--- src/core/csms_regs.vh ---
// Purpose: register offsets, fields, reset values and timing counts for the
//          clock source, monitor and select block
// Assumes: one 20 MHz reference clock, byte addresses on a plain port
// Notes: definitions only
`ifndef CSMS_REGS_VH
`define CSMS_REGS_VH

// register byte offsets
`define CSMS_OFS_CTRL 8'h00
`define CSMS_OFS_CFG 8'h04
`define CSMS_OFS_INT_STAT 8'h08
`define CSMS_OFS_INT_MASK 8'h0c
`define CSMS_OFS_BDCTL 8'h10
`define CSMS_OFS_STATE 8'h14

// clock control register fields
`define CSMS_CTRL_FAST_EN 0
`define CSMS_CTRL_FAST_BYP 1
`define CSMS_CTRL_MON_EN 2
`define CSMS_CTRL_PLL_EN 3
`define CSMS_CTRL_PLL_SRC 4
`define CSMS_CTRL_W 5
`define CSMS_CTRL_RST 5'h00

// clock config register fields
`define CSMS_CFG_SYS_LO 0
`define CSMS_CFG_SYS_HI 1
`define CSMS_CFG_OUT_LO 2
`define CSMS_CFG_OUT_HI 4
`define CSMS_CFG_PLL_DIV2 5
`define CSMS_CFG_W 6
`define CSMS_CFG_RST 6'h00

// system clock source codes
`define CSMS_SYS_INTERNAL_RC_8MHZ_OSC 2'h0
`define CSMS_SYS_FAST 2'h1
`define CSMS_SYS_PLL 2'h2

// clock output selector codes
`define CSMS_OUT_NONE 3'h0
`define CSMS_OUT_IRC14M 3'h1
`define CSMS_OUT_IRC40K 3'h2
`define CSMS_OUT_SLOW 3'h3
`define CSMS_OUT_SYS 3'h4
`define CSMS_OUT_INTERNAL_RC_8MHZ_OSC 3'h5
`define CSMS_OUT_FAST 3'h6
`define CSMS_OUT_PLL 3'h7

// interrupt status and mask fields
`define CSMS_INT_FAULT 0
`define CSMS_INT_FAST_RDY 1
`define CSMS_INT_SLOW_RDY 2
`define CSMS_INT_W 3
`define CSMS_INT_RST 3'h0

// backup domain control register fields
`define CSMS_BD_SLOW_EN 0
`define CSMS_BD_SLOW_BYP 1
`define CSMS_BD_RTC_LO 2
`define CSMS_BD_RTC_HI 3
`define CSMS_BD_W 4
`define CSMS_BD_RST 4'h0

// timing
`define CSMS_CLK_PERIOD_NS 50
`define CSMS_MON_WINDOW_NS 10000
`define CSMS_MON_WINDOW_CYC (`CSMS_MON_WINDOW_NS / `CSMS_CLK_PERIOD_NS)
`define CSMS_FAST_STARTUP_EDGES 16
`define CSMS_SLOW_STARTUP_EDGES 4

`endif

--- src/core/csms_top.v ---
// Purpose: clock source control, fast oscillator monitor and clock output
//          selector
// Assumes: all oscillator clocks arrive as pins sampled on ref_clk_i
// Notes: clock output is a sampled copy, good for clocks below 10 MHz
//
// Summary of operation
// - fast oscillator bypass chosen by software bit
// - bypass uses input pin, output pin undriven
// - slow oscillator bypass bit in backup register
// - 3-bit selector routes seven clock choices out, or none
// - monitor enable bit in clock control register
// - failure disables fast oscillator, sets fault flag
// - fault drives non-maskable interrupt, not maskable line
// - system clock falls back to 8 MHz RC when fed by failed oscillator
// - PLL disabled when fed by failed oscillator
`timescale 1ns/1ns
`include "csms_regs.vh"
module csms_top #(
  parameter AW = 8,
  parameter MON_CW = 16,
  parameter FAST_EDGES = `CSMS_FAST_STARTUP_EDGES,
  parameter SLOW_EDGES = `CSMS_SLOW_STARTUP_EDGES
) (
  input wire ref_clk_i,
  input wire rst_i,
  input wire [AW-1:0] addr_i,
  input wire [31:0] wdata_i,
  input wire wr_i,
  input wire rd_i,
  output reg [31:0] rdata_o,
  input wire fast_osc_input_pin_i,
  output reg fast_osc_output_pin_o,
  output reg fast_osc_output_pin_oe_o,
  input wire slow_osc_input_pin_i,
  output reg slow_osc_output_pin_o,
  output reg slow_osc_output_pin_oe_o,
  input wire internal_rc_14mhz_clock_i,
  input wire internal_rc_40khz_clock_i,
  input wire internal_rc_8mhz_clock_i,
  input wire pll_output_clock_i,
  output reg clock_out_o,
  output reg fast_osc_en_o,
  output reg fast_osc_bypass_o,
  output reg slow_osc_en_o,
  output reg slow_osc_bypass_o,
  output reg pll_en_o,
  output reg pll_src_fast_o,
  output reg [1:0] system_clock_sel_o,
  output reg [1:0] rtc_clock_sel_o,
  output reg irq_o,
  output reg nmi_o
);
  localparam integer MON_WIN_N = `CSMS_MON_WINDOW_CYC;
  localparam [MON_CW-1:0] MON_WIN = MON_WIN_N[MON_CW-1:0];
  localparam NSRC = 6;

  reg [`CSMS_CTRL_W-1:0] ctrl_q;
  reg [`CSMS_CFG_W-1:0] cfg_q;
  reg [`CSMS_INT_W-1:0] stat_q;
  reg [`CSMS_INT_W-1:0] mask_q;
  reg [`CSMS_BD_W-1:0] bd_q;
  reg [NSRC-1:0] prev_q;
  reg [4:0] fast_cnt_q;
  reg [4:0] slow_cnt_q;
  reg fast_rdy_q;
  reg slow_rdy_q;
  reg pll_half_q;
  reg [`CSMS_CTRL_W-1:0] ctrl_d;
  reg [`CSMS_CFG_W-1:0] cfg_d;
  reg [`CSMS_INT_W-1:0] stat_d;
  reg [`CSMS_INT_W-1:0] set_d;
  reg [31:0] rdata_d;
  reg sys_lvl;
  reg out_d;
  wire [NSRC-1:0] pins;
  wire [NSRC-1:0] lvl;
  wire [NSRC-1:0] rise;
  wire fault;
  wire fast_rise_ok;
  wire slow_rise_ok;
  wire wr_ctrl;
  wire wr_cfg;
  wire wr_stat;
  wire wr_mask;
  wire wr_bd;
  wire fast_fed;
  wire fast_rdy_d;
  wire slow_rdy_d;

  // bit order of the sampled clocks
  localparam I_FAST = 0;
  localparam I_SLOW = 1;
  localparam I_R14 = 2;
  localparam I_R40 = 3;
  localparam I_R8 = 4;
  localparam I_PLL = 5;

  function hit;
    input [AW-1:0] a;
    input [7:0] ofs;
    begin
      hit = (a == ofs[AW-1:0]);
    end
  endfunction

  // system clock field, read by the selectors and by the fault takeover
  function [1:0] sys_of;
    input [`CSMS_CFG_W-1:0] c;
    begin
      sys_of = c[`CSMS_CFG_SYS_HI:`CSMS_CFG_SYS_LO];
    end
  endfunction

  // an oscillator is ready once its edge count reached the target
  function done_at;
    input en;
    input [4:0] cnt;
    input [4:0] target;
    begin
      done_at = en & (cnt == target);
    end
  endfunction

  assign pins = {pll_output_clock_i, internal_rc_8mhz_clock_i,
                 internal_rc_40khz_clock_i, internal_rc_14mhz_clock_i,
                 slow_osc_input_pin_i, fast_osc_input_pin_i};

  csms_sync #(
    .W(NSRC)
  ) u_sync (
    .ref_clk_i(ref_clk_i),
    .rst_i(rst_i),
    .async_i(pins),
    .sync_o(lvl)
  );

  assign rise = lvl & ~prev_q;

  // a stopped oscillator shows no edges; bypass and crystal look the same
  assign fast_rise_ok = rise[I_FAST] & ctrl_q[`CSMS_CTRL_FAST_EN];
  assign slow_rise_ok = rise[I_SLOW] & bd_q[`CSMS_BD_SLOW_EN];

  // monitor only counts once the oscillator has started; the ready gate also
  // stops it one cycle after the fast enable is cleared
  csms_mon #(
    .CW(MON_CW),
    .WINDOW(MON_WIN)
  ) u_mon (
    .ref_clk_i(ref_clk_i),
    .rst_i(rst_i),
    .en_i(ctrl_q[`CSMS_CTRL_MON_EN] & fast_rdy_q),
    .edge_i(fast_rise_ok),
    .fault_o(fault)
  );

  // one decoded strobe per register keeps the write paths alike
  assign wr_ctrl = wr_i & hit(addr_i, `CSMS_OFS_CTRL);
  assign wr_cfg = wr_i & hit(addr_i, `CSMS_OFS_CFG);
  assign wr_stat = wr_i & hit(addr_i, `CSMS_OFS_INT_STAT);
  assign wr_mask = wr_i & hit(addr_i, `CSMS_OFS_INT_MASK);
  assign wr_bd = wr_i & hit(addr_i, `CSMS_OFS_BDCTL);
  assign fast_rdy_d = done_at(ctrl_q[`CSMS_CTRL_FAST_EN], fast_cnt_q,
                              FAST_EDGES[4:0]);
  assign slow_rdy_d = done_at(bd_q[`CSMS_BD_SLOW_EN], slow_cnt_q,
                              SLOW_EDGES[4:0]);

  // the system clock depends on the fast oscillator, directly or via the
  // pll; only then does a fault move it to the internal RC
  assign fast_fed = (sys_of(cfg_q) == `CSMS_SYS_FAST) ||
                    (sys_of(cfg_q) == `CSMS_SYS_PLL &&
                     ctrl_q[`CSMS_CTRL_PLL_SRC]);

  // control and config, with hardware takeover on a fault
  always @* begin
    ctrl_d = ctrl_q;
    cfg_d = cfg_q;
    if (wr_ctrl) begin
      ctrl_d = wdata_i[`CSMS_CTRL_W-1:0];
    end
    if (wr_cfg) begin
      cfg_d = wdata_i[`CSMS_CFG_W-1:0];
    end
    // hardware wins over a write landing in the fault cycle
    if (fault) begin
      ctrl_d[`CSMS_CTRL_FAST_EN] = 1'b0;
      if (ctrl_q[`CSMS_CTRL_PLL_SRC]) begin
        ctrl_d[`CSMS_CTRL_PLL_EN] = 1'b0;
      end
      if (fast_fed) begin
        cfg_d[`CSMS_CFG_SYS_HI:`CSMS_CFG_SYS_LO] = `CSMS_SYS_INTERNAL_RC_8MHZ_OSC;
      end
      // real-time clock select is left alone on purpose
    end
  end

  // sticky status: a new event beats a write-one clear in the same cycle
  always @* begin
    set_d = {`CSMS_INT_W{1'b0}};
    set_d[`CSMS_INT_FAULT] = fault;
    set_d[`CSMS_INT_FAST_RDY] = fast_rdy_d & ~fast_rdy_q;
    set_d[`CSMS_INT_SLOW_RDY] = slow_rdy_d & ~slow_rdy_q;
    stat_d = stat_q;
    if (wr_stat) begin
      stat_d = stat_d & ~wdata_i[`CSMS_INT_W-1:0];
    end
    stat_d = stat_d | set_d;
  end

  // current system clock level, from the registered config now in use
  always @* begin
    case (sys_of(cfg_q))
      `CSMS_SYS_FAST: sys_lvl = lvl[I_FAST];
      `CSMS_SYS_PLL: sys_lvl = lvl[I_PLL];
      default: sys_lvl = lvl[I_R8];
    endcase
  end

  // clock output selector
  always @* begin
    case (cfg_q[`CSMS_CFG_OUT_HI:`CSMS_CFG_OUT_LO])
      `CSMS_OUT_NONE: out_d = 1'b0;
      `CSMS_OUT_IRC14M: out_d = lvl[I_R14];
      `CSMS_OUT_IRC40K: out_d = lvl[I_R40];
      `CSMS_OUT_SLOW: out_d = lvl[I_SLOW] & bd_q[`CSMS_BD_SLOW_EN];
      `CSMS_OUT_SYS: out_d = sys_lvl;
      `CSMS_OUT_INTERNAL_RC_8MHZ_OSC: out_d = lvl[I_R8];
      `CSMS_OUT_FAST: out_d = lvl[I_FAST] & ctrl_q[`CSMS_CTRL_FAST_EN];
      `CSMS_OUT_PLL: out_d = cfg_q[`CSMS_CFG_PLL_DIV2] ? pll_half_q :
                             lvl[I_PLL];
      default: out_d = 1'b0;
    endcase
  end

  // read mux; unmapped addresses read zero
  always @* begin
    rdata_d = 32'h0000_0000;
    if (hit(addr_i, `CSMS_OFS_CTRL)) begin
      rdata_d[`CSMS_CTRL_W-1:0] = ctrl_q;
    end else if (hit(addr_i, `CSMS_OFS_CFG)) begin
      rdata_d[`CSMS_CFG_W-1:0] = cfg_q;
    end else if (hit(addr_i, `CSMS_OFS_INT_STAT)) begin
      rdata_d[`CSMS_INT_W-1:0] = stat_q;
    end else if (hit(addr_i, `CSMS_OFS_INT_MASK)) begin
      rdata_d[`CSMS_INT_W-1:0] = mask_q;
    end else if (hit(addr_i, `CSMS_OFS_BDCTL)) begin
      rdata_d[`CSMS_BD_W-1:0] = bd_q;
    end else if (hit(addr_i, `CSMS_OFS_STATE)) begin
      rdata_d[0] = fast_rdy_q;
      rdata_d[1] = slow_rdy_q;
      rdata_d[3:2] = system_clock_sel_o;
      rdata_d[4] = pll_en_o;
    end
  end

  always @(posedge ref_clk_i or posedge rst_i) begin
    if (rst_i) begin
      ctrl_q <= `CSMS_CTRL_RST;
      cfg_q <= `CSMS_CFG_RST;
      stat_q <= `CSMS_INT_RST;
      mask_q <= `CSMS_INT_RST;
      bd_q <= `CSMS_BD_RST;
      prev_q <= {NSRC{1'b0}};
      fast_cnt_q <= 5'h00;
      slow_cnt_q <= 5'h00;
      fast_rdy_q <= 1'b0;
      slow_rdy_q <= 1'b0;
      pll_half_q <= 1'b0;
      rdata_o <= 32'h0000_0000;
    end else begin
      ctrl_q <= ctrl_d;
      cfg_q <= cfg_d;
      stat_q <= stat_d;
      prev_q <= lvl;
      if (wr_mask) begin
        mask_q <= wdata_i[`CSMS_INT_W-1:0];
      end
      if (wr_bd) begin
        bd_q <= wdata_i[`CSMS_BD_W-1:0];
      end
      if (rd_i) begin
        rdata_o <= rdata_d;
      end else begin
        rdata_o <= 32'h0000_0000;
      end
      // startup edge counters, held at the target once reached
      if (!ctrl_q[`CSMS_CTRL_FAST_EN]) begin
        fast_cnt_q <= 5'h00;
      end else if (fast_rise_ok && !fast_rdy_d) begin
        fast_cnt_q <= fast_cnt_q + 5'h01;
      end
      if (!bd_q[`CSMS_BD_SLOW_EN]) begin
        slow_cnt_q <= 5'h00;
      end else if (slow_rise_ok && !slow_rdy_d) begin
        slow_cnt_q <= slow_cnt_q + 5'h01;
      end
      fast_rdy_q <= fast_rdy_d;
      slow_rdy_q <= slow_rdy_d;
      if (rise[I_PLL]) begin
        pll_half_q <= ~pll_half_q;
      end
    end
  end

  // registered outputs
  always @(posedge ref_clk_i or posedge rst_i) begin
    if (rst_i) begin
      fast_osc_output_pin_o <= 1'b0;
      fast_osc_output_pin_oe_o <= 1'b0;
      slow_osc_output_pin_o <= 1'b0;
      slow_osc_output_pin_oe_o <= 1'b0;
      clock_out_o <= 1'b0;
      fast_osc_en_o <= 1'b0;
      fast_osc_bypass_o <= 1'b0;
      slow_osc_en_o <= 1'b0;
      slow_osc_bypass_o <= 1'b0;
      pll_en_o <= 1'b0;
      pll_src_fast_o <= 1'b0;
      system_clock_sel_o <= `CSMS_SYS_INTERNAL_RC_8MHZ_OSC;
      rtc_clock_sel_o <= 2'h0;
      irq_o <= 1'b0;
      nmi_o <= 1'b0;
    end else begin
      // crystal drive is the inverted input; bypass leaves the pin floating
      fast_osc_output_pin_o <= ~lvl[I_FAST];
      fast_osc_output_pin_oe_o <= ctrl_d[`CSMS_CTRL_FAST_EN] &
                                  ~ctrl_d[`CSMS_CTRL_FAST_BYP];
      slow_osc_output_pin_o <= ~lvl[I_SLOW];
      slow_osc_output_pin_oe_o <= bd_q[`CSMS_BD_SLOW_EN] &
                                  ~bd_q[`CSMS_BD_SLOW_BYP];
      clock_out_o <= out_d;
      fast_osc_en_o <= ctrl_d[`CSMS_CTRL_FAST_EN];
      fast_osc_bypass_o <= ctrl_d[`CSMS_CTRL_FAST_BYP];
      slow_osc_en_o <= bd_q[`CSMS_BD_SLOW_EN];
      slow_osc_bypass_o <= bd_q[`CSMS_BD_SLOW_BYP];
      pll_en_o <= ctrl_d[`CSMS_CTRL_PLL_EN];
      pll_src_fast_o <= ctrl_d[`CSMS_CTRL_PLL_SRC];
      system_clock_sel_o <= sys_of(cfg_d);
      rtc_clock_sel_o <= bd_q[`CSMS_BD_RTC_HI:`CSMS_BD_RTC_LO];
      // the fault bit never reaches the maskable line
      irq_o <= |(stat_d & mask_q &
                 ~(`CSMS_INT_W'h1 << `CSMS_INT_FAULT));
      nmi_o <= stat_d[`CSMS_INT_FAULT];
    end
  end
endmodule

--- src/core/csms_sync.v ---
// Purpose: two flip-flop synchroniser for a group of pin levels
// Assumes: inputs are asynchronous to ref_clk_i
// Notes: only the second stage leaves this module
`timescale 1ns/1ns
module csms_sync #(
  parameter W = 1
) (
  input wire ref_clk_i,
  input wire rst_i,
  input wire [W-1:0] async_i,
  output reg [W-1:0] sync_o
);
  reg [W-1:0] meta_q;

  always @(posedge ref_clk_i or posedge rst_i) begin
    if (rst_i) begin
      meta_q <= {W{1'b0}};
      sync_o <= {W{1'b0}};
    end else begin
      meta_q <= async_i;
      sync_o <= meta_q;
    end
  end
endmodule

--- src/core/csms_mon.v ---
// Purpose: fast oscillator failure watchdog counted on the reference clock
// Assumes: edge_i is a one-cycle pulse per seen oscillator edge
// Notes: fault_o pulses once per empty window
`timescale 1ns/1ns
module csms_mon #(
  parameter CW = 16,
  parameter [CW-1:0] WINDOW = 16'd200
) (
  input wire ref_clk_i,
  input wire rst_i,
  input wire en_i,
  input wire edge_i,
  output reg fault_o
);
  reg [CW-1:0] cnt_q;

  // counting on the reference clock keeps detection alive when the
  // watched oscillator stops outright
  always @(posedge ref_clk_i or posedge rst_i) begin
    if (rst_i) begin
      cnt_q <= {CW{1'b0}};
      fault_o <= 1'b0;
    end else begin
      fault_o <= 1'b0;
      if (!en_i || edge_i) begin
        cnt_q <= {CW{1'b0}};
      end else if (cnt_q == WINDOW - 1'b1) begin
        cnt_q <= {CW{1'b0}};
        fault_o <= 1'b1;
      end else begin
        cnt_q <= cnt_q + 1'b1;
      end
    end
  end
endmodule

--- config.mk ---
export PLATFORM = sky130hd
export DESIGN_NAME = csms_top
export DESIGN_NICKNAME = d
export VERILOG_FILES = /design/src/core/csms_top.v /design/src/core/csms_sync.v /design/src/core/csms_mon.v
export VERILOG_INCLUDE_DIRS = /design/src /design/src/core
export SDC_FILE = /design/constraint.sdc
export NUM_CORES = 1
export LEC_CHECK = 0
export BUFFER_PORTS_ARGS = -buffer_cell sky130_fd_sc_hd__buf_2
export CAP_MARGIN = 5
export CELL_PAD_IN_SITES_DETAIL_PLACEMENT = 1
export CELL_PAD_IN_SITES_GLOBAL_PLACEMENT = 1
export CORE_MARGIN = 3
export CORE_UTILIZATION = 41
export CTS_CLUSTER_SIZE = 8
export DETAILED_ROUTE_END_ITERATION = 8
export MAX_ROUTING_LAYER = met4
export PLACE_DENSITY = 0.78
export SLEW_MARGIN = 20
export SYNTH_ARGS = -nofsm -noshare
export SYNTH_HDL_FRONTEND = slang
export SYNTH_SLANG_ARGS = --single-unit
--- constraint.sdc ---
create_clock -name ref_clk_i -period 3.5 [get_ports ref_clk_i]
set_input_delay 0.7 -clock ref_clk_i [delete_from_list [all_inputs] [get_ports ref_clk_i]]
set_output_delay 0.7 -clock ref_clk_i [all_outputs]
set_load 0.01 [all_outputs]
# --- Word-level counts from Yosys, hierarchy flattened ---
# Index checks and enable logic that the tools add are counted.
# W data, S select, Z words.
word_totals:
  inputBits: 50
  ff_bits: 116
classes:
  bitwise: 29
  add_sub_neg: 3
  n_eq_ne: 19
  n_mux: 31
  n_reduce_logical: 11
op_table:
  columns: ["operator", "count"]
  rows:
  - ["$mux W5", 8]
  - ["$mux W16", 2]
  - ["$add A16 B1 Y16 const B", 1]
  - ["$and A1 B1 Y1", 16]
  - ["$eq A16 B8 Y1 const B", 1]
  - ["$eq A8 B4 Y1 const B", 2]
  - ["$eq A8 B5 Y1 const B", 2]
  - ["$eq A3 B3 Y1 const B", 4]
  - ["$add A5 B1 Y5 const B", 2]
  - ["$mux W2", 5]
  - ["$mux W1", 9]
  - ["$mux W3", 3]
  - ["$eq A8 B3 Y1 const B", 1]
  - ["$logic_not A8 Y1", 1]
  - ["$pmux W1 S8", 1]
  - ["$not A1 Y1", 7]
  - ["$and A3 B3 Y3", 2]
  - ["$and A6 B6 Y6", 1]
  - ["$eq A3 B2 Y1 const B", 2]
  - ["$mux W6", 1]
  - ["$not A6 Y6", 1]
  - ["$eq A5 B3 Y1 const B", 1]
  - ["$eq A5 B5 Y1 const B", 1]
  - ["$mux W4", 1]
  - ["12 further kinds", 18]

# --- Logic depth before layout (Yosys ltp) ---
depth:
  word_depth: 8
  depth_mapped: 7

# --- Cells and area by module ---
# From an unflattened synthesis, not the netlist that was laid out.
hier_totals:
  hier_cells: 347
  area_unflattened_um2: 3881.2
modules_own_cells:
  columns: ["mod", "cells_per_inst", "n_inst", "area_per_inst_um2"]
  rows:
  - ["csms_top", 251, 1, 2717.6]
  - ["csms_mon", 83, 1, 859.6]
  - ["csms_sync", 13, 1, 304.0]

# --- Least setup slack after synthesis ---
# No wires, ideal clock.
synth_timing:
  kind: "input to register"
  startpoint: "input addr_i[4]"
  endpoint: "register cfg_q[2]"
  path_slack_ns: 1.285
  stages: 4
  arrival_time_ns: 2.090
  setup_time_ns: 0.125
  cell_sequence: "buf_6 or4b_4 nor4b_4 mux2_2"
synth_via:
  elab_chain_len: 2
synth_rtl:
  columns: ["item", "line", "rtl"]
  rows:
  - ["from (decl)", "csms_top.v:26", "input wire [AW-1:0] addr_i,"]
  - ["$eq A8 B3 Y1", "csms_top.v:102", "hit = (a == ofs[AW-1:0]);"]
  - ["$and A1 B1 Y1", "csms_top.v:158", "assign wr_cfg = wr_i & hit(addr_i, `CSMS_OFS_CFG);"]
  - ["to (signal assigned)", "csms_top.v:258", "cfg_q <= `CSMS_CFG_RST;"]
  - ["to (signal assigned)", "csms_top.v:271", "cfg_q <= cfg_d;"]
  - ["to (decl)", "csms_top.v:58", "reg [`CSMS_CFG_W-1:0] cfg_q;"]
# No other way between the ends.
# A chain may end at the register's enable or synchronous reset.

# --- Final worst setup path ---
layout_timing:
  startpoint: "input addr_i[4]"
  endpoint: "register cfg_q[4]"
# The elaborated chain is that of the path after synthesis.

==> results.tsv <==
stage	metric	value	unit
grt	grt_most_used_layer	met2	
grt	grt_usage	0.1768	
route	wl_per_cell	16.57	um
cts	cts_hold_buffers	0	
sta	fmax	471.1	MHz
sta	slew-limit-headroom	0.5921	
finish	layout.nets	443	
route	ant_nets	0	
route	wirelength	8269	um
cts	cts_setup_buffers	0	
yosys	synthTopCellsByCount	dfrtp_1, nor2_1, buf_4	
route	via_per_inst	5.198	
cts	numCtsBuffers	9	
yosys	ys_ff_latch	82	
power_and_ir_drop	power_per_cell_area	443.9	nW/um2
setup_path	critPathMaxFanout	16	
floorplan	num_rows	34	
floorplan	dieArea	10560	um2
floorplan	dieHeight	102.8	um
yosys	synth_largest_area_cell	dfrtp_1	
sta	slew_viol_final	0	
setup_path	start_kind	primary input	
yosys	synth_edf_count	0	
min_path	hold_class	reg2reg	
floorplan	die_w	102.8	um
setup_path	max_stage_delay	550	ps
sta	rsz0062_at_grt	no	
yosys	ys_types	45	
yosys	ys_warn_count	0	
place	dp_hpwl	5943	um
cts	cts_tree	yes	
yosys	syn-cell-area	3839	um2
cts	clock_path_buffers	2	
route	num_vias	2594	
setup_path	reg2reg_to	clock_out_o$_DFF_PP0_	
sta	fin_tns_setup	0	ps
route	drt_first_iter_violations	80	
yosys	syn_inst	341	
yosys	ys.flop_type	dfrtp_1	
cts	root_buffer	clkbuf_8	
power_and_ir_drop	p_leak	2.025	nW
yosys	synth-adder-area-share	0.02282	
sta	clock_skew	16.27	ps
floorplan	start_util	0.4317	
cts	htree_levels	3	
sta	hold_viol	0	
yosys	synth_top_family_by_area	simple AND/OR/NAND/NOR gates	
status	status	complete, no violations	
yosys	synthMuxAreaShare	0.08866	
finish	area_delta_synth_final	11.28	%
route	route.detailed.drc	0	
setup_path	endpoint_kind	flip-flop	
grt	grtUsageMet3	0.02977	
yosys	synth-compound-area-share	0.05117	
setup_path	critPathSlowestCell	or4b_4	
yosys	synthArstFlopShare	1.000	
cts	cts.sinks	82	
yosys	syn_area_per_cell	11.26	um2
sta	tightest_slew	611.8	ps
setup_path	crit_start	addr_i[4]	
place	gp_congestion	0.8268	
yosys	synthMostInstantiatedCell	dfrtp_1	
power_and_ir_drop	power	1.896	mW
setup_path	path_cells	buf_2, or4b_4, nor4b_4, mux2_2	
yosys	synthXorXnorAreaFrac	0.04791	
setup_path	cp.arrival	2360	ps
finish	n_antenna_cell	0	
grt	grt_pass1_vias	2819	
setup_path	worstSetupPathType	in2reg	
grt	antenna_found_initial	0	
run	max_cap_viol_count	0	
grt	grt_overflow	0	
yosys	synth.top_cell.area_share	0.5346	
sta	timing.final.crit_share	0.6065	
floorplan	io_pins	99	
setup_path	reg2reg_setup_slack	1670	ps
grt	use_met1	0.2203	
sta	setup_viol	0	
route	first_pass_iters	4	
yosys	netlist_top_cells_area	dfrtp_1, buf_4, xnor2_1	
place	numPortBuffers	46	
power_and_ir_drop	ir_worst_vdd	0.1750	mV
cts	cts.repair.resized	0	
cts	clk_pin_slew	80	ps
floorplan	core	8891	um2
yosys	yosysSeqAreaShare	0.5346	
setup_path	r2r-start	cfg_q[0]$_DFF_PP0_	
yosys	yosys.area_share.simple	0.1701	
grt	grt_max_degree	37	
finish	drive_above_1_share	0.2097	
setup_path	worst-r2r-cell-count	6	
grt	met2_usage	0.2920	
grt	grt_pass1_wl	13880	um
setup_path	required	3730	ps
setup_path	cp-endpoint	cfg_q[4]$_DFFE_PP0N_	
cts	clkLatencyLatePin	360	ps
sta	min_period	2123	ps
[registers in the layout, indices dropped and copies added (netlist names), 2 cells and up]
signal	count
ctrl_q	5
bd_q	4
rdata_o	6
u_sync.sync_o	6
prev_q	3
slow_cnt_q	5
fast_cnt_q	5
u_sync.meta_q	6
mask_q	3
rtc_clock_sel_o	2
stat_q	3
u_mon.cnt_q	16
cfg_q	6
[layer usage]
metal / part of all wire / wire (um)
met2: 0.50 / 4118
met3: 0.036 / 296
met4: 0.013 / 110
met5: 0 / 0
met1: 0.45 / 3744
[per-stage QoR]
step	cells	instance area, um2	worst slack (ps)	hold WS, ps	util
detailed placement	483	4053	992.8	336.2	0.4558
CTS	499	4272	1375	354.6	0.4804
global placement	483	4053	1020	331.6	0.4558
finish	499	4272	1377	351.8	0.4804
global route	499	4272	1303	366.6	0.4804
floorplan	366	3933	691.6	331.2	-
[worst max-delay path: cells and delay by family]
family        cells  cell delay (ps)
buf+inv           1              200
mux               1              400
simple gates      2             1060
[worst min-delay path by stage]
stage,from,endpoint,slack (ps),cells past startpoint
after floorplan,u_sync.meta_q[0]$_DFF_PP0_,u_sync.sync_o[0]$_DFF_PP0_,330,0
after global placement,u_sync.meta_q[1]$_DFF_PP0_,u_sync.sync_o[1]$_DFF_PP0_,330,0
after global routing,u_sync.meta_q[5]$_DFF_PP0_,u_sync.sync_o[5]$_DFF_PP0_,370,0
final,u_sync.meta_q[1]$_DFF_PP0_,u_sync.sync_o[1]$_DFF_PP0_,350,0
after detailed placement,u_sync.meta_q[1]$_DFF_PP0_,u_sync.sync_o[1]$_DFF_PP0_,340,0
after CTS,u_sync.meta_q[5]$_DFF_PP0_,u_sync.sync_o[5]$_DFF_PP0_,350,0
[kinds of logic after synthesis]
kind of cell | Yosys count
buffers and inverters | 55
xor gates and xnor gates | 21
muxes | 31
adders and majority gates | 7
and+or+nand+nor | 116
DFF | 82
AOI/OAI and AO/OA | 28
other | 1
[cell type report]
cell class	instances	area, um2
Multi-Input combinational cell	229	1559
Inverter	16	61.31
Timing Repair Buffer	48	245.2
Clock buffer	11	141.4
Fill cell	987	4619
Clock inverter	5	77.57
Sequential cell	82	2052
Tap cell	108	135.1
[power breakdown]
group	switching [mW]	internal [mW]
Combinational	0.0821	0.0503
Clock	0.341	0.419
Sequential	0.0250	0.978
[placed cells by master, fill, tap and decap left out, types with 4 or more instances in the layout]
cell,count
a21oi_1,6
and2_1,6
buf_2,46
clkbuf_8,10
conb_1,26
dfrtp_1,82
ha_1,7
inv_1,15
mux2_2,14
mux2i_1,16
nand2_1,12
nand2b_1,4
nand3_1,13
nand4_1,6
nor2_1,34
nor2b_1,8
nor3_1,9
nor4_1,8
o21ai_0,4
xnor2_1,19
Power figures use the tool's default switching activity.
